`src/inc/sfsf_pkg.sv`:
```
package sfsf_pkg;

	// ----------------------------------------
	// Widths and counts
	// ----------------------------------------
	localparam int SFSF_BYTE_W = 8;
	localparam int SFSF_FIFO_DEPTH = 4;
	localparam logic [2:0] SFSF_LAST_BIT = 3'h7;
	localparam logic [2:0] SFSF_SINGLE_STEPS = 3'h7;
	localparam logic [2:0] SFSF_DUAL_STEPS = 3'h3;

	// ----------------------------------------
	// Values after reset and fill byte for an empty buffer
	// ----------------------------------------
	localparam logic [2:0] SFSF_CNT_RST = 3'h0;
	localparam logic [7:0] SFSF_BYTE_RST = 8'h00;
	localparam logic [7:0] SFSF_FILL_BYTE = 8'hff;

	// ----------------------------------------
	// Types
	// ----------------------------------------
	typedef enum logic [1:0] {
		SFSF_ST_STANDBY,
		SFSF_ST_ACTIVE,
		SFSF_ST_WAIT
	} sfsf_state_t;

	typedef struct packed {
		logic cs_n;
		logic sck;
		logic si;
	} sfsf_pins_t;

	typedef struct packed {
		logic first;
		logic [7:0] data;
	} sfsf_rx_t;

	typedef struct packed {
		logic drive;
		logic dual;
	} sfsf_mode_t;

	localparam sfsf_pins_t SFSF_PINS_RST = '{cs_n: 1'b1, sck: 1'b0, si: 1'b0};
	localparam sfsf_rx_t SFSF_RX_RST = '{first: 1'b0, data: 8'h00};

endpackage

```
`src/sfsf_front_end.sv`:
```
// Overview of operation
// - Works with clock idling low or high
// - Release of select enters standby
// - Standby waits for self-timed operation end
// - Output lines released while deselected
// - Input ignored while deselected
// - All command bytes arrive on input line
// - Input bits captured on rising clock edge
// - Output changes only on falling clock edge
// - Dual read drives input line as lane zero
// - Output line serves as lane one
`timescale 1ns/1ns
`default_nettype none

module sfsf_fifo #(
	parameter int W = 8,
	parameter int D = 4
) (
	input wire logic clk,
	input wire logic rst_n,
	input wire logic in_valid,
	output logic in_ready,
	input wire logic [W-1:0] in_data,
	output logic out_valid,
	input wire logic out_ready,
	output logic [W-1:0] out_data
);
	localparam int AW = (D > 1) ? $clog2(D) : 1;
	logic [W-1:0] mem_r [D];
	logic [W-1:0] mem_nxt [D];
	logic [AW-1:0] wr_r, wr_nxt, rd_r, rd_nxt;
	logic [AW:0] cnt_r, cnt_nxt;
	logic push, pop;
	assign in_ready = (cnt_r != (AW+1)'(D));
	assign out_valid = (cnt_r != '0);
	assign out_data = mem_r[rd_r];
	assign push = in_valid & in_ready;
	assign pop = out_valid & out_ready;
	always_comb begin
		mem_nxt = mem_r;
		wr_nxt = wr_r;
		rd_nxt = rd_r;
		cnt_nxt = cnt_r;
		if (push) begin
			mem_nxt[wr_r] = in_data;
			wr_nxt = (wr_r == AW'(D-1)) ? '0 : wr_r + 1'b1;
		end
		if (pop) begin
			rd_nxt = (rd_r == AW'(D-1)) ? '0 : rd_r + 1'b1;
		end
		if (push && !pop) begin
			cnt_nxt = cnt_r + 1'b1;
		end else if (pop && !push) begin
			cnt_nxt = cnt_r - 1'b1;
		end
	end
	always_ff @(posedge clk or negedge rst_n) begin
		if (!rst_n) begin
			mem_r <= '{default: '0};
			wr_r <= '0;
			rd_r <= '0;
			cnt_r <= '0;
		end else begin
			mem_r <= mem_nxt;
			wr_r <= wr_nxt;
			rd_r <= rd_nxt;
			cnt_r <= cnt_nxt;
		end
	end
endmodule

module sfsf_front_end
	import sfsf_pkg::*;
#(
	parameter int FIFO_DEPTH = SFSF_FIFO_DEPTH
) (
	input wire logic clk,
	input wire logic rst_n,
	input wire logic cs_n_pin,
	input wire logic sck_pin,
	input wire logic dual_lane_zero_in,
	output logic dual_lane_zero_out,
	output logic dual_lane_zero_oe,
	output logic dual_lane_one_out,
	output logic dual_lane_one_oe,
	input wire logic busy,
	input wire sfsf_mode_t mode,
	input wire logic tx_valid,
	output logic tx_ready,
	input wire logic [7:0] tx_data,
	output logic rx_valid,
	output sfsf_rx_t rx,
	output logic frame_start,
	output logic frame_end,
	output logic standby
);
	// ----------------------------------------
	// Pin synchronisers and edges
	// ----------------------------------------
	sfsf_pins_t s1_r, s2_r, d_r;
	sfsf_pins_t pins;
	logic rise, fall, cs_fall, cs_rise;
	assign pins = '{cs_n: cs_n_pin, sck: sck_pin, si: dual_lane_zero_in};
	always_ff @(posedge clk or negedge rst_n) begin
		if (!rst_n) begin
			s1_r <= SFSF_PINS_RST;
			s2_r <= SFSF_PINS_RST;
			d_r <= SFSF_PINS_RST;
		end else begin
			s1_r <= pins;
			s2_r <= s1_r;
			d_r <= s2_r;
		end
	end
	// edges found at either idle level
	assign rise = s2_r.sck & ~d_r.sck;
	assign fall = ~s2_r.sck & d_r.sck;
	assign cs_fall = ~s2_r.cs_n & d_r.cs_n;
	assign cs_rise = s2_r.cs_n & ~d_r.cs_n;
	// ----------------------------------------
	// Frame state
	// ----------------------------------------
	sfsf_state_t state_r, state_nxt;
	logic active;
	logic frame_start_nxt, frame_end_nxt;
	assign active = (state_r == SFSF_ST_ACTIVE);
	always_comb begin
		state_nxt = state_r;
		frame_start_nxt = 1'b0;
		frame_end_nxt = 1'b0;
		case (state_r)
			SFSF_ST_STANDBY, SFSF_ST_WAIT: begin
				if (cs_fall) begin
					state_nxt = SFSF_ST_ACTIVE;
					frame_start_nxt = 1'b1;
				end else if (state_r == SFSF_ST_WAIT && !busy) begin
					state_nxt = SFSF_ST_STANDBY;
				end
			end
			SFSF_ST_ACTIVE: begin
				if (cs_rise) begin
					frame_end_nxt = 1'b1;
					state_nxt = busy ? SFSF_ST_WAIT : SFSF_ST_STANDBY;
				end
			end
			default: begin
				state_nxt = SFSF_ST_STANDBY;
			end
		endcase
	end
	always_ff @(posedge clk or negedge rst_n) begin
		if (!rst_n) begin
			state_r <= SFSF_ST_STANDBY;
			frame_start <= 1'b0;
			frame_end <= 1'b0;
		end else begin
			state_r <= state_nxt;
			frame_start <= frame_start_nxt;
			frame_end <= frame_end_nxt;
		end
	end
	assign standby = (state_r == SFSF_ST_STANDBY);
	// ----------------------------------------
	// Input shifter
	// ----------------------------------------
	logic [7:0] in_sr_r, in_sr_nxt;
	logic [2:0] bit_cnt_r, bit_cnt_nxt;
	logic first_r, first_nxt;
	logic rx_valid_nxt;
	sfsf_rx_t rx_nxt;
	always_comb begin
		in_sr_nxt = in_sr_r;
		bit_cnt_nxt = bit_cnt_r;
		first_nxt = first_r;
		rx_valid_nxt = 1'b0;
		rx_nxt = rx;
		if (frame_start_nxt) begin
			bit_cnt_nxt = SFSF_CNT_RST;
			first_nxt = 1'b1;
		end else if (active && !cs_rise && rise && !dual_lane_zero_oe) begin
			in_sr_nxt = {in_sr_r[6:0], s2_r.si};
			bit_cnt_nxt = bit_cnt_r + 1'b1;
			if (bit_cnt_r == SFSF_LAST_BIT) begin
				rx_valid_nxt = 1'b1;
				rx_nxt = '{first: first_r, data: {in_sr_r[6:0], s2_r.si}};
				first_nxt = 1'b0;
			end
		end
	end
	always_ff @(posedge clk or negedge rst_n) begin
		if (!rst_n) begin
			in_sr_r <= SFSF_BYTE_RST;
			bit_cnt_r <= SFSF_CNT_RST;
			first_r <= 1'b0;
			rx_valid <= 1'b0;
			rx <= SFSF_RX_RST;
		end else begin
			in_sr_r <= in_sr_nxt;
			bit_cnt_r <= bit_cnt_nxt;
			first_r <= first_nxt;
			rx_valid <= rx_valid_nxt;
			rx <= rx_nxt;
		end
	end
	// ----------------------------------------
	// Output buffer and shifter
	// ----------------------------------------
	logic fifo_valid, fifo_ready;
	logic [7:0] fifo_data;
	logic [7:0] out_sr_r, out_sr_nxt, cur;
	logic [2:0] out_cnt_r, out_cnt_nxt;
	logic shift;
	logic one_nxt, one_oe_nxt, zero_nxt, zero_oe_nxt;
	sfsf_fifo #(.W(SFSF_BYTE_W), .D(FIFO_DEPTH)) u_tx_fifo (.clk(clk), .rst_n(rst_n),
		.in_valid(tx_valid), .in_ready(tx_ready), .in_data(tx_data),
		.out_valid(fifo_valid), .out_ready(fifo_ready), .out_data(fifo_data));
	assign shift = active && !cs_rise && fall && mode.drive;
	assign fifo_ready = shift && (out_cnt_r == SFSF_CNT_RST);
	assign cur = (out_cnt_r != SFSF_CNT_RST) ? out_sr_r : (fifo_valid ? fifo_data : SFSF_FILL_BYTE);
	always_comb begin
		out_sr_nxt = out_sr_r;
		out_cnt_nxt = out_cnt_r;
		one_nxt = dual_lane_one_out;
		zero_nxt = dual_lane_zero_out;
		one_oe_nxt = dual_lane_one_oe;
		zero_oe_nxt = dual_lane_zero_oe;
		if (frame_start_nxt) begin
			out_cnt_nxt = SFSF_CNT_RST;
		end
		if (shift) begin
			one_oe_nxt = 1'b1;
			zero_oe_nxt = mode.dual;
			if (mode.dual) begin
				one_nxt = cur[7];
				zero_nxt = cur[6];
				out_sr_nxt = {cur[5:0], 2'b00};
				out_cnt_nxt = (out_cnt_r == SFSF_CNT_RST) ? SFSF_DUAL_STEPS : out_cnt_r - 1'b1;
			end else begin
				one_nxt = cur[7];
				out_sr_nxt = {cur[6:0], 1'b0};
				out_cnt_nxt = (out_cnt_r == SFSF_CNT_RST) ? SFSF_SINGLE_STEPS : out_cnt_r - 1'b1;
			end
		end else if (active && fall) begin
			one_oe_nxt = 1'b0;
			zero_oe_nxt = 1'b0;
		end
		if (state_nxt != SFSF_ST_ACTIVE) begin
			one_oe_nxt = 1'b0;
			zero_oe_nxt = 1'b0;
		end
	end
	always_ff @(posedge clk or negedge rst_n) begin
		if (!rst_n) begin
			out_sr_r <= SFSF_BYTE_RST;
			out_cnt_r <= SFSF_CNT_RST;
			dual_lane_one_out <= 1'b0;
			dual_lane_zero_out <= 1'b0;
			dual_lane_one_oe <= 1'b0;
			dual_lane_zero_oe <= 1'b0;
		end else begin
			out_sr_r <= out_sr_nxt;
			out_cnt_r <= out_cnt_nxt;
			dual_lane_one_out <= one_nxt;
			dual_lane_zero_out <= zero_nxt;
			dual_lane_one_oe <= one_oe_nxt;
			dual_lane_zero_oe <= zero_oe_nxt;
		end
	end
endmodule

`default_nettype wire

```
`config.mk`:
```
export PLATFORM = sky130hd
export DESIGN_NAME = sfsf_front_end
export DESIGN_NICKNAME = d
export VERILOG_FILES = /design/src/inc/sfsf_pkg.sv /design/src/sfsf_front_end.sv
export SDC_FILE = /design/constraint.sdc
export NUM_CORES = 1
export LEC_CHECK = 0
export BUFFER_PORTS_ARGS = -buffer_cell sky130_fd_sc_hd__buf_4
export CAP_MARGIN = 20
export CORE_MARGIN = 1
export CORE_UTILIZATION = 59
export CTS_CLUSTER_SIZE = 20
export DETAILED_ROUTE_END_ITERATION = 10
export PLACE_DENSITY = 0.81
export SYNTH_ARGS = -nofsm -noshare
export SYNTH_HDL_FRONTEND = slang
export SYNTH_SLANG_ARGS = --single-unit
```
`constraint.sdc`:
```
create_clock -name clk -period 3.1 [get_ports clk]
set_clock_uncertainty 0.05 [all_clocks]
set_input_delay 0.465 -clock clk [delete_from_list [all_inputs] [get_ports clk]]
set_output_delay 0.465 -clock clk [all_outputs]
set_load 0.01 [all_outputs]
```
* Yosys cells after proc, flatten, opt, wreduce, memory -nomap -nowiden
Index checks and enable logic that the tools add are counted.
W data, S select, Z words.
** Operators by class
- Add/sub/neg operators :: 6
- Magnitude comparators :: 3
- Equal/unequal tests :: 7
- Muxes and demuxes :: 40
- Bitwise operators :: 13
- Reductions and logical operators :: 30
** Operator list (count)
- $mux W8 :: 6
- $bwmux W32 :: 1
- $mux W3 :: 9
- $bmux W8 S2 :: 1
- $demux W8 S2 :: 1
- $mux W1 :: 15
- $mux W2 :: 6
- $logic_and A1 B1 Y1 :: 11
- $reduce_bool A3 Y1 :: 3
- $reduce_bool A2 Y1 :: 4
- $add A3 B1 Y3 const B :: 2
- $and A1 B1 Y1 :: 6
- $eq A2 B2 Y1 const B :: 3
- $ge A3 B3 Y1 const B :: 2
- $not A2 Y3 :: 2
- $reduce_and A2 Y1 :: 3
- $sub A3 B1 Y3 const B :: 2
- $logic_not A1 Y1 :: 5
- $not A1 Y1 :: 5
- $add A2 B1 Y2 const B :: 2
- $pmux W2 S2 :: 1
- $eq A3 B3 Y1 const B :: 1
- $logic_not A3 Y1 :: 1
- $lt A3 B1 Y1 const B :: 1
- 6 further kinds :: 6
** Storage, ports and cells
- Bits in registers :: 87
- Bits of input ports :: 17
- Output and inout bits :: 18
- Word-level logic and storage cells :: 129

* Depth between registers and ports, before layout
- Depth in word-level cells :: 11
- Depth in mapped cells :: 11
- Mapped depth without buffers :: 11

* Cells and area by module
A second synthesis with hierarchy kept.
** Second synthesis, totals
- Cell total of the unflattened synthesis :: 267
- Area total of the unflattened synthesis :: 3963.8 µm²
** Modules (own cells, without submodules)
- sfsf_front_end :: instances 1, cells each 152, area each 2158.3 µm², sequential area each 1179.9 µm²
- sfsf_fifo :: instances 1, cells each 115, area each 1805.5 µm², sequential area each 975.9 µm²

* Worst setup path after synthesis
No wires, ideal clock.
- Kind :: reg-to-reg
- From :: register out_cnt_r[0]
- To :: register u_tx_fifo.cnt_r[1]
- Setup time :: 0.125 ns
- Arrival :: 2.155 ns
- Required time :: 2.925 ns
- Setup slack :: 0.771 ns
- Stages on the path, launching flop included :: 10
- Buffers on the path :: 0
- Clock period less this slack :: 2.329 ns
- Cell sequence :: dfrtp_1 > inv_1 > ha_1 > ha_1 > o31ai_4 > or2_1 > ha_1 > inv_1 > fa_1 > mux2_2
** Between the ends
- Cells in the longest elaborated chain, start to end :: 6
- Elaborated cells on any way between the ends :: 8
- Those cells by class :: mux (1); bitwise (1); reduce/logical (6)
** RTL lines
- start, declared :: RTL line sfsf_front_end.sv:211 : logic [2:0] out_cnt_r, out_cnt_nxt;
- start signal, assigned :: RTL line sfsf_front_end.sv:262 : out_cnt_r <= out_cnt_nxt;
- $logic_not A3 Y1 :: RTL line sfsf_front_end.sv:218 : assign fifo_ready = shift && (out_cnt_r == SFSF_CNT_RST);
- $logic_and A1 B1 Y1 :: RTL line sfsf_front_end.sv:218
- $and A1 B1 Y1 :: RTL line sfsf_front_end.sv:38 : assign pop = out_valid & out_ready;
- $logic_not A1 Y1 :: RTL line sfsf_front_end.sv:51 : if (push && !pop) begin
- $logic_and A1 B1 Y1 :: RTL line sfsf_front_end.sv:51
- $mux W3 :: RTL line sfsf_front_end.sv:51
- named net u_tx_fifo.cnt_nxt[1] :: RTL line sfsf_front_end.sv:32 : logic [AW:0] cnt_r, cnt_nxt;
- end signal, assigned :: RTL line sfsf_front_end.sv:67 : cnt_r <= cnt_nxt;
- end, declared :: RTL line sfsf_front_end.sv:32
The timed path passes the listed nets, and every way through them passes these cells.
A chain may end at the register's enable or synchronous reset.

* Worst setup path after layout
- From :: register out_cnt_r[0]
- To :: register u_tx_fifo.cnt_r[2]
** Between the ends
- Cells in the longest elaborated chain, start to end :: 6
- Elaborated cells on any way between the ends :: 8
- Those cells by class :: mux (1); bitwise (1); reduce/logical (6)
** RTL lines (RTL line)
- $logic_not A3 Y1 * :: sfsf_front_end.sv:218
- $logic_and A1 B1 Y1 * :: sfsf_front_end.sv:218
- $and A1 B1 Y1 * :: sfsf_front_end.sv:38
- $logic_not A1 Y1 :: sfsf_front_end.sv:51
- $logic_and A1 B1 Y1 :: sfsf_front_end.sv:51
- $mux W3 or $reduce_bool A2 Y1 (tied branches)
Every way passes the cells marked *; elsewhere a longest branch is shown, timed or not.

==> flow_summary.ini <==
[routing]
via_count = 2263
vias_per_cell = 5.629
routed_wl_um = 6458
wl_per_cell_um = 16.06
drc = 0
drt_iter0_drc = 155
firstDrtPassIters = 4
ant_nets = 0

[job]
drv_cap = 0

[run_status]
status = complete, no violations

[global_route]
grt_max_degree = 87
grt_overflow_total = 0
grt.met2_usage_pct = 35.29
top_usage_layer = met2
grt.met3_usage_pct = 3.956
grt_first_pass_wirelength_um = 10810
grt_pass1_vias = 2289
gr-usage-met1_pct = 28.73
track_usage_pct = 22.35
grt_antenna_before_repair = 0

[worst_setup_path]
r2r-start = out_cnt_r[0]
cpMostUsedCell = ha_1
crit_required_ns = 3.33
slowest_stage = fa_1
end_kind = flip-flop
crit_arrival_ns = 2.71
reg2regPathDepth = 11
max_stage_delay_ns = 0.38
crit_chain = inv_1, ha_1, ha_1, o31ai_4, or2_1, ha_1, inv_1, fa_1, xor2_1, nor2_1, xor2_1
r2r_setup_slack_ns = 0.62
worstPathMaxFanout = 8
critical_path_class = flip-flop to flip-flop
critPathLaunchType = flip-flop
crit_end = u_tx_fifo.cnt_r[2]
crit_start = out_cnt_r[0]
r2r-end = u_tx_fifo.cnt_r[2]

[timing]
layout_setup_ws_ns = 0.6231
worst_slew_pin_slew_ns = 0.5793
finalMaxSlewViolations = 0
slew_headroom_pct = 61.38
fin_tns_setup_ns = 0
rsz0062_at_grt = no
max_freq_ghz = 0.4037
setup_viol = 0
fin_crit_ns = 2.477
fin_crit_sh_pct = 79.90
hold_viol = 0

[placement]
dp_hpwl_um = 4422
dpl_worst_slack_ns = 0.6423
io_buffers = 34
gp_congestion = 0.8302

[synthesis]
synth-seq-cells = 86
synth_area_um2 = 3805
synth_commonest_cells = dfrtp_1 (83), mux2_2 (50), nor2_1 (18)
synth_top_flop_cell = dfrtp_1
ys.warnings.count = 0
synthCells = 282
ys_seq_area_share_pct = 56.66
avgSynthCellArea_um2 = 13.49
yosysMostFrequentCell = dfrtp_1
synth_top_cells_by_area = dfrtp_1 (55%), mux2_2 (15%), mux4_2 (4.7%), ha_1 (3.3%), o21ai_0 (2.1%)
yosysUniqueCellTypes = 49
syn-num-nets = 310
synth-edff-count = 0
synth_largest_area_cell = dfrtp_1
synthArstFlopShare_pct = 100.0
yosysTopAreaCellShare_pct = 54.59

[floorplan]
die_h_um = 82.31
start_util_pct = 62.78
die-area_um2 = 6774
coreArea_um2 = 6061
num_rows = 28
pin_count = 35
die_x_um = 82.31

[clocking]
cts.sinks = 86
cts_buffers = 9
path_clk_slew_ns = 0.09
ctsResizeCount = 0
clk_latency_ns = 0.36
cts_max_path_buffers = 2
cts_tree = done
cts_setup_buffers = 0
cts_root_buf = clkbuf_8
ctsHtreeMaxLevel = 3

[layout]
post-route-util_pct = 72.09
diodes = 0
fin_nets = 350
drive_above_1_share_pct = 38.84
syn_to_final_growth_pct = 14.83

[power]
total_power_mw = 3.897
power_density_nw_per_um2 = 891.9
ir_worst_vdd_mv = 0.5082
leakagePower_nw = 2.045

[hold_path]
hold_path.class = input pin to flip-flop
-- repair_timing --
action | 4_1_cts | 5_1_grt
endpoints found under the hold margin | 0 | 25
hold buffers | 0 | 1
endpoints found under the setup margin | 0 | 0
-- critical path: cells and delay by family, from the launching register on --
| family | cells | cell delay [ns] |
|---|---|---|
| adder cells (fa/ha/maj) | 4 | 1.03 |
| flip-flops | 1 | 0.36 |
| AND/OR/NAND/NOR | 2 | 0.36 |
| XOR/XNOR | 2 | 0.35 |
| buffers and inverters | 2 | 0.13 |
| AO/OA/AOI/OAI | 1 | 0.13 |
-- metal layers --
metal,vias to the layer above,share of wire [%]
met3,14,3.2
met5,-,0
met1,1115,47
met2,52,48
li1,1082,-
met4,0,2.4
-- cells by family after synthesis --
| logic type | Yosys count | share of synthesized area [%] |
|---|---|---|
| buf+inv | 24 | 2.861 |
| flops | 86 | 56.66 |
| xor+xnor | 3 | 0.6907 |
| fa+ha+maj | 11 | 3.815 |
| compound gates | 39 | 7.235 |
| mux | 59 | 19.83 |
| simple gates | 60 | 8.912 |
-- layout by cell type, fill, tap and decap left out, drive strengths merged, types with 2 or more instances in the layout --
master	count
or2	2
nand3	7
nand2b	4
nand2	17
a31oi	2
dfrtp	83
dfstp	3
nor2	18
o22ai	3
mux2	51
nand4	2
a21oi	4
inv	17
buf	37
nor3	4
o21ai	16
clkbuf	11
mux4	8
xor2	2
ha	10
-- layout make-up --
class / instances / area, um^2
clock inverters: 5 / 63.81
fillers: 428 / 1692
multi-input cells: 172 / 1540
flip-flops and latches: 86 / 2156
clock buffers: 11 / 151.4
repair buffers: 38 / 307.8
well taps: 75 / 93.84
inverters: 15 / 56.30
-- sequential cells by signal, summed over array words and instances, names as in the netlist --
signal	count
bit_cnt_r	3
d_r	2
dual_lane_one_oe	1
dual_lane_one_out	1
dual_lane_zero_oe	1
dual_lane_zero_out	1
first_r	1
frame_end	1
frame_start	1
in_sr_r	7
out_cnt_r	3
out_sr_r	7
rx	9
rx_valid	1
s1_r	3
s2_r	3
state_r	2
u_tx_fifo.cnt_r	3
u_tx_fifo.mem_r	32
u_tx_fifo.rd_r	2
u_tx_fifo.wr_r	2
-- power by group --
part | total (mW) | internal, mW | leakage, nW | switching, mW
clock | 0.837 | 0.423 | 0.107 | 0.413
sequential | 1.80 | 1.50 | 1.07 | 0.294
combinational | 1.26 | 0.703 | 0.871 | 0.562
-- worst min path at each step --
stage / startpoint / endpoint / slack [ns] / cells past startpoint
6_report: sck_pin / s1_r[1] / 0.16 / 1
5_1_grt: sck_pin / s1_r[1] / 0.14 / 1
4_1_cts: sck_pin / s1_r[1] / 0.14 / 1
3_5_place_dp: s1_r[0] / s2_r[0] / 0.29 / 0
3_3_place_gp: s1_r[0] / s2_r[0] / 0.28 / 0
2_1_floorplan: rst_n / bit_cnt_r[0] / 0.12 / 0
-- through the flow --
stage / area [um^2] / instances / hold slack, ns
floorplan: 3805 / 282 / 0.1194
global placement: 4116 / 384 / 0.2846
detailed placement: 4116 / 384 / 0.2911
CTS: 4332 / 400 / 0.1410
global route: 4369 / 402 / 0.1427
finish: 4369 / 402 / 0.1566
(Power assumes the default switching activity.)
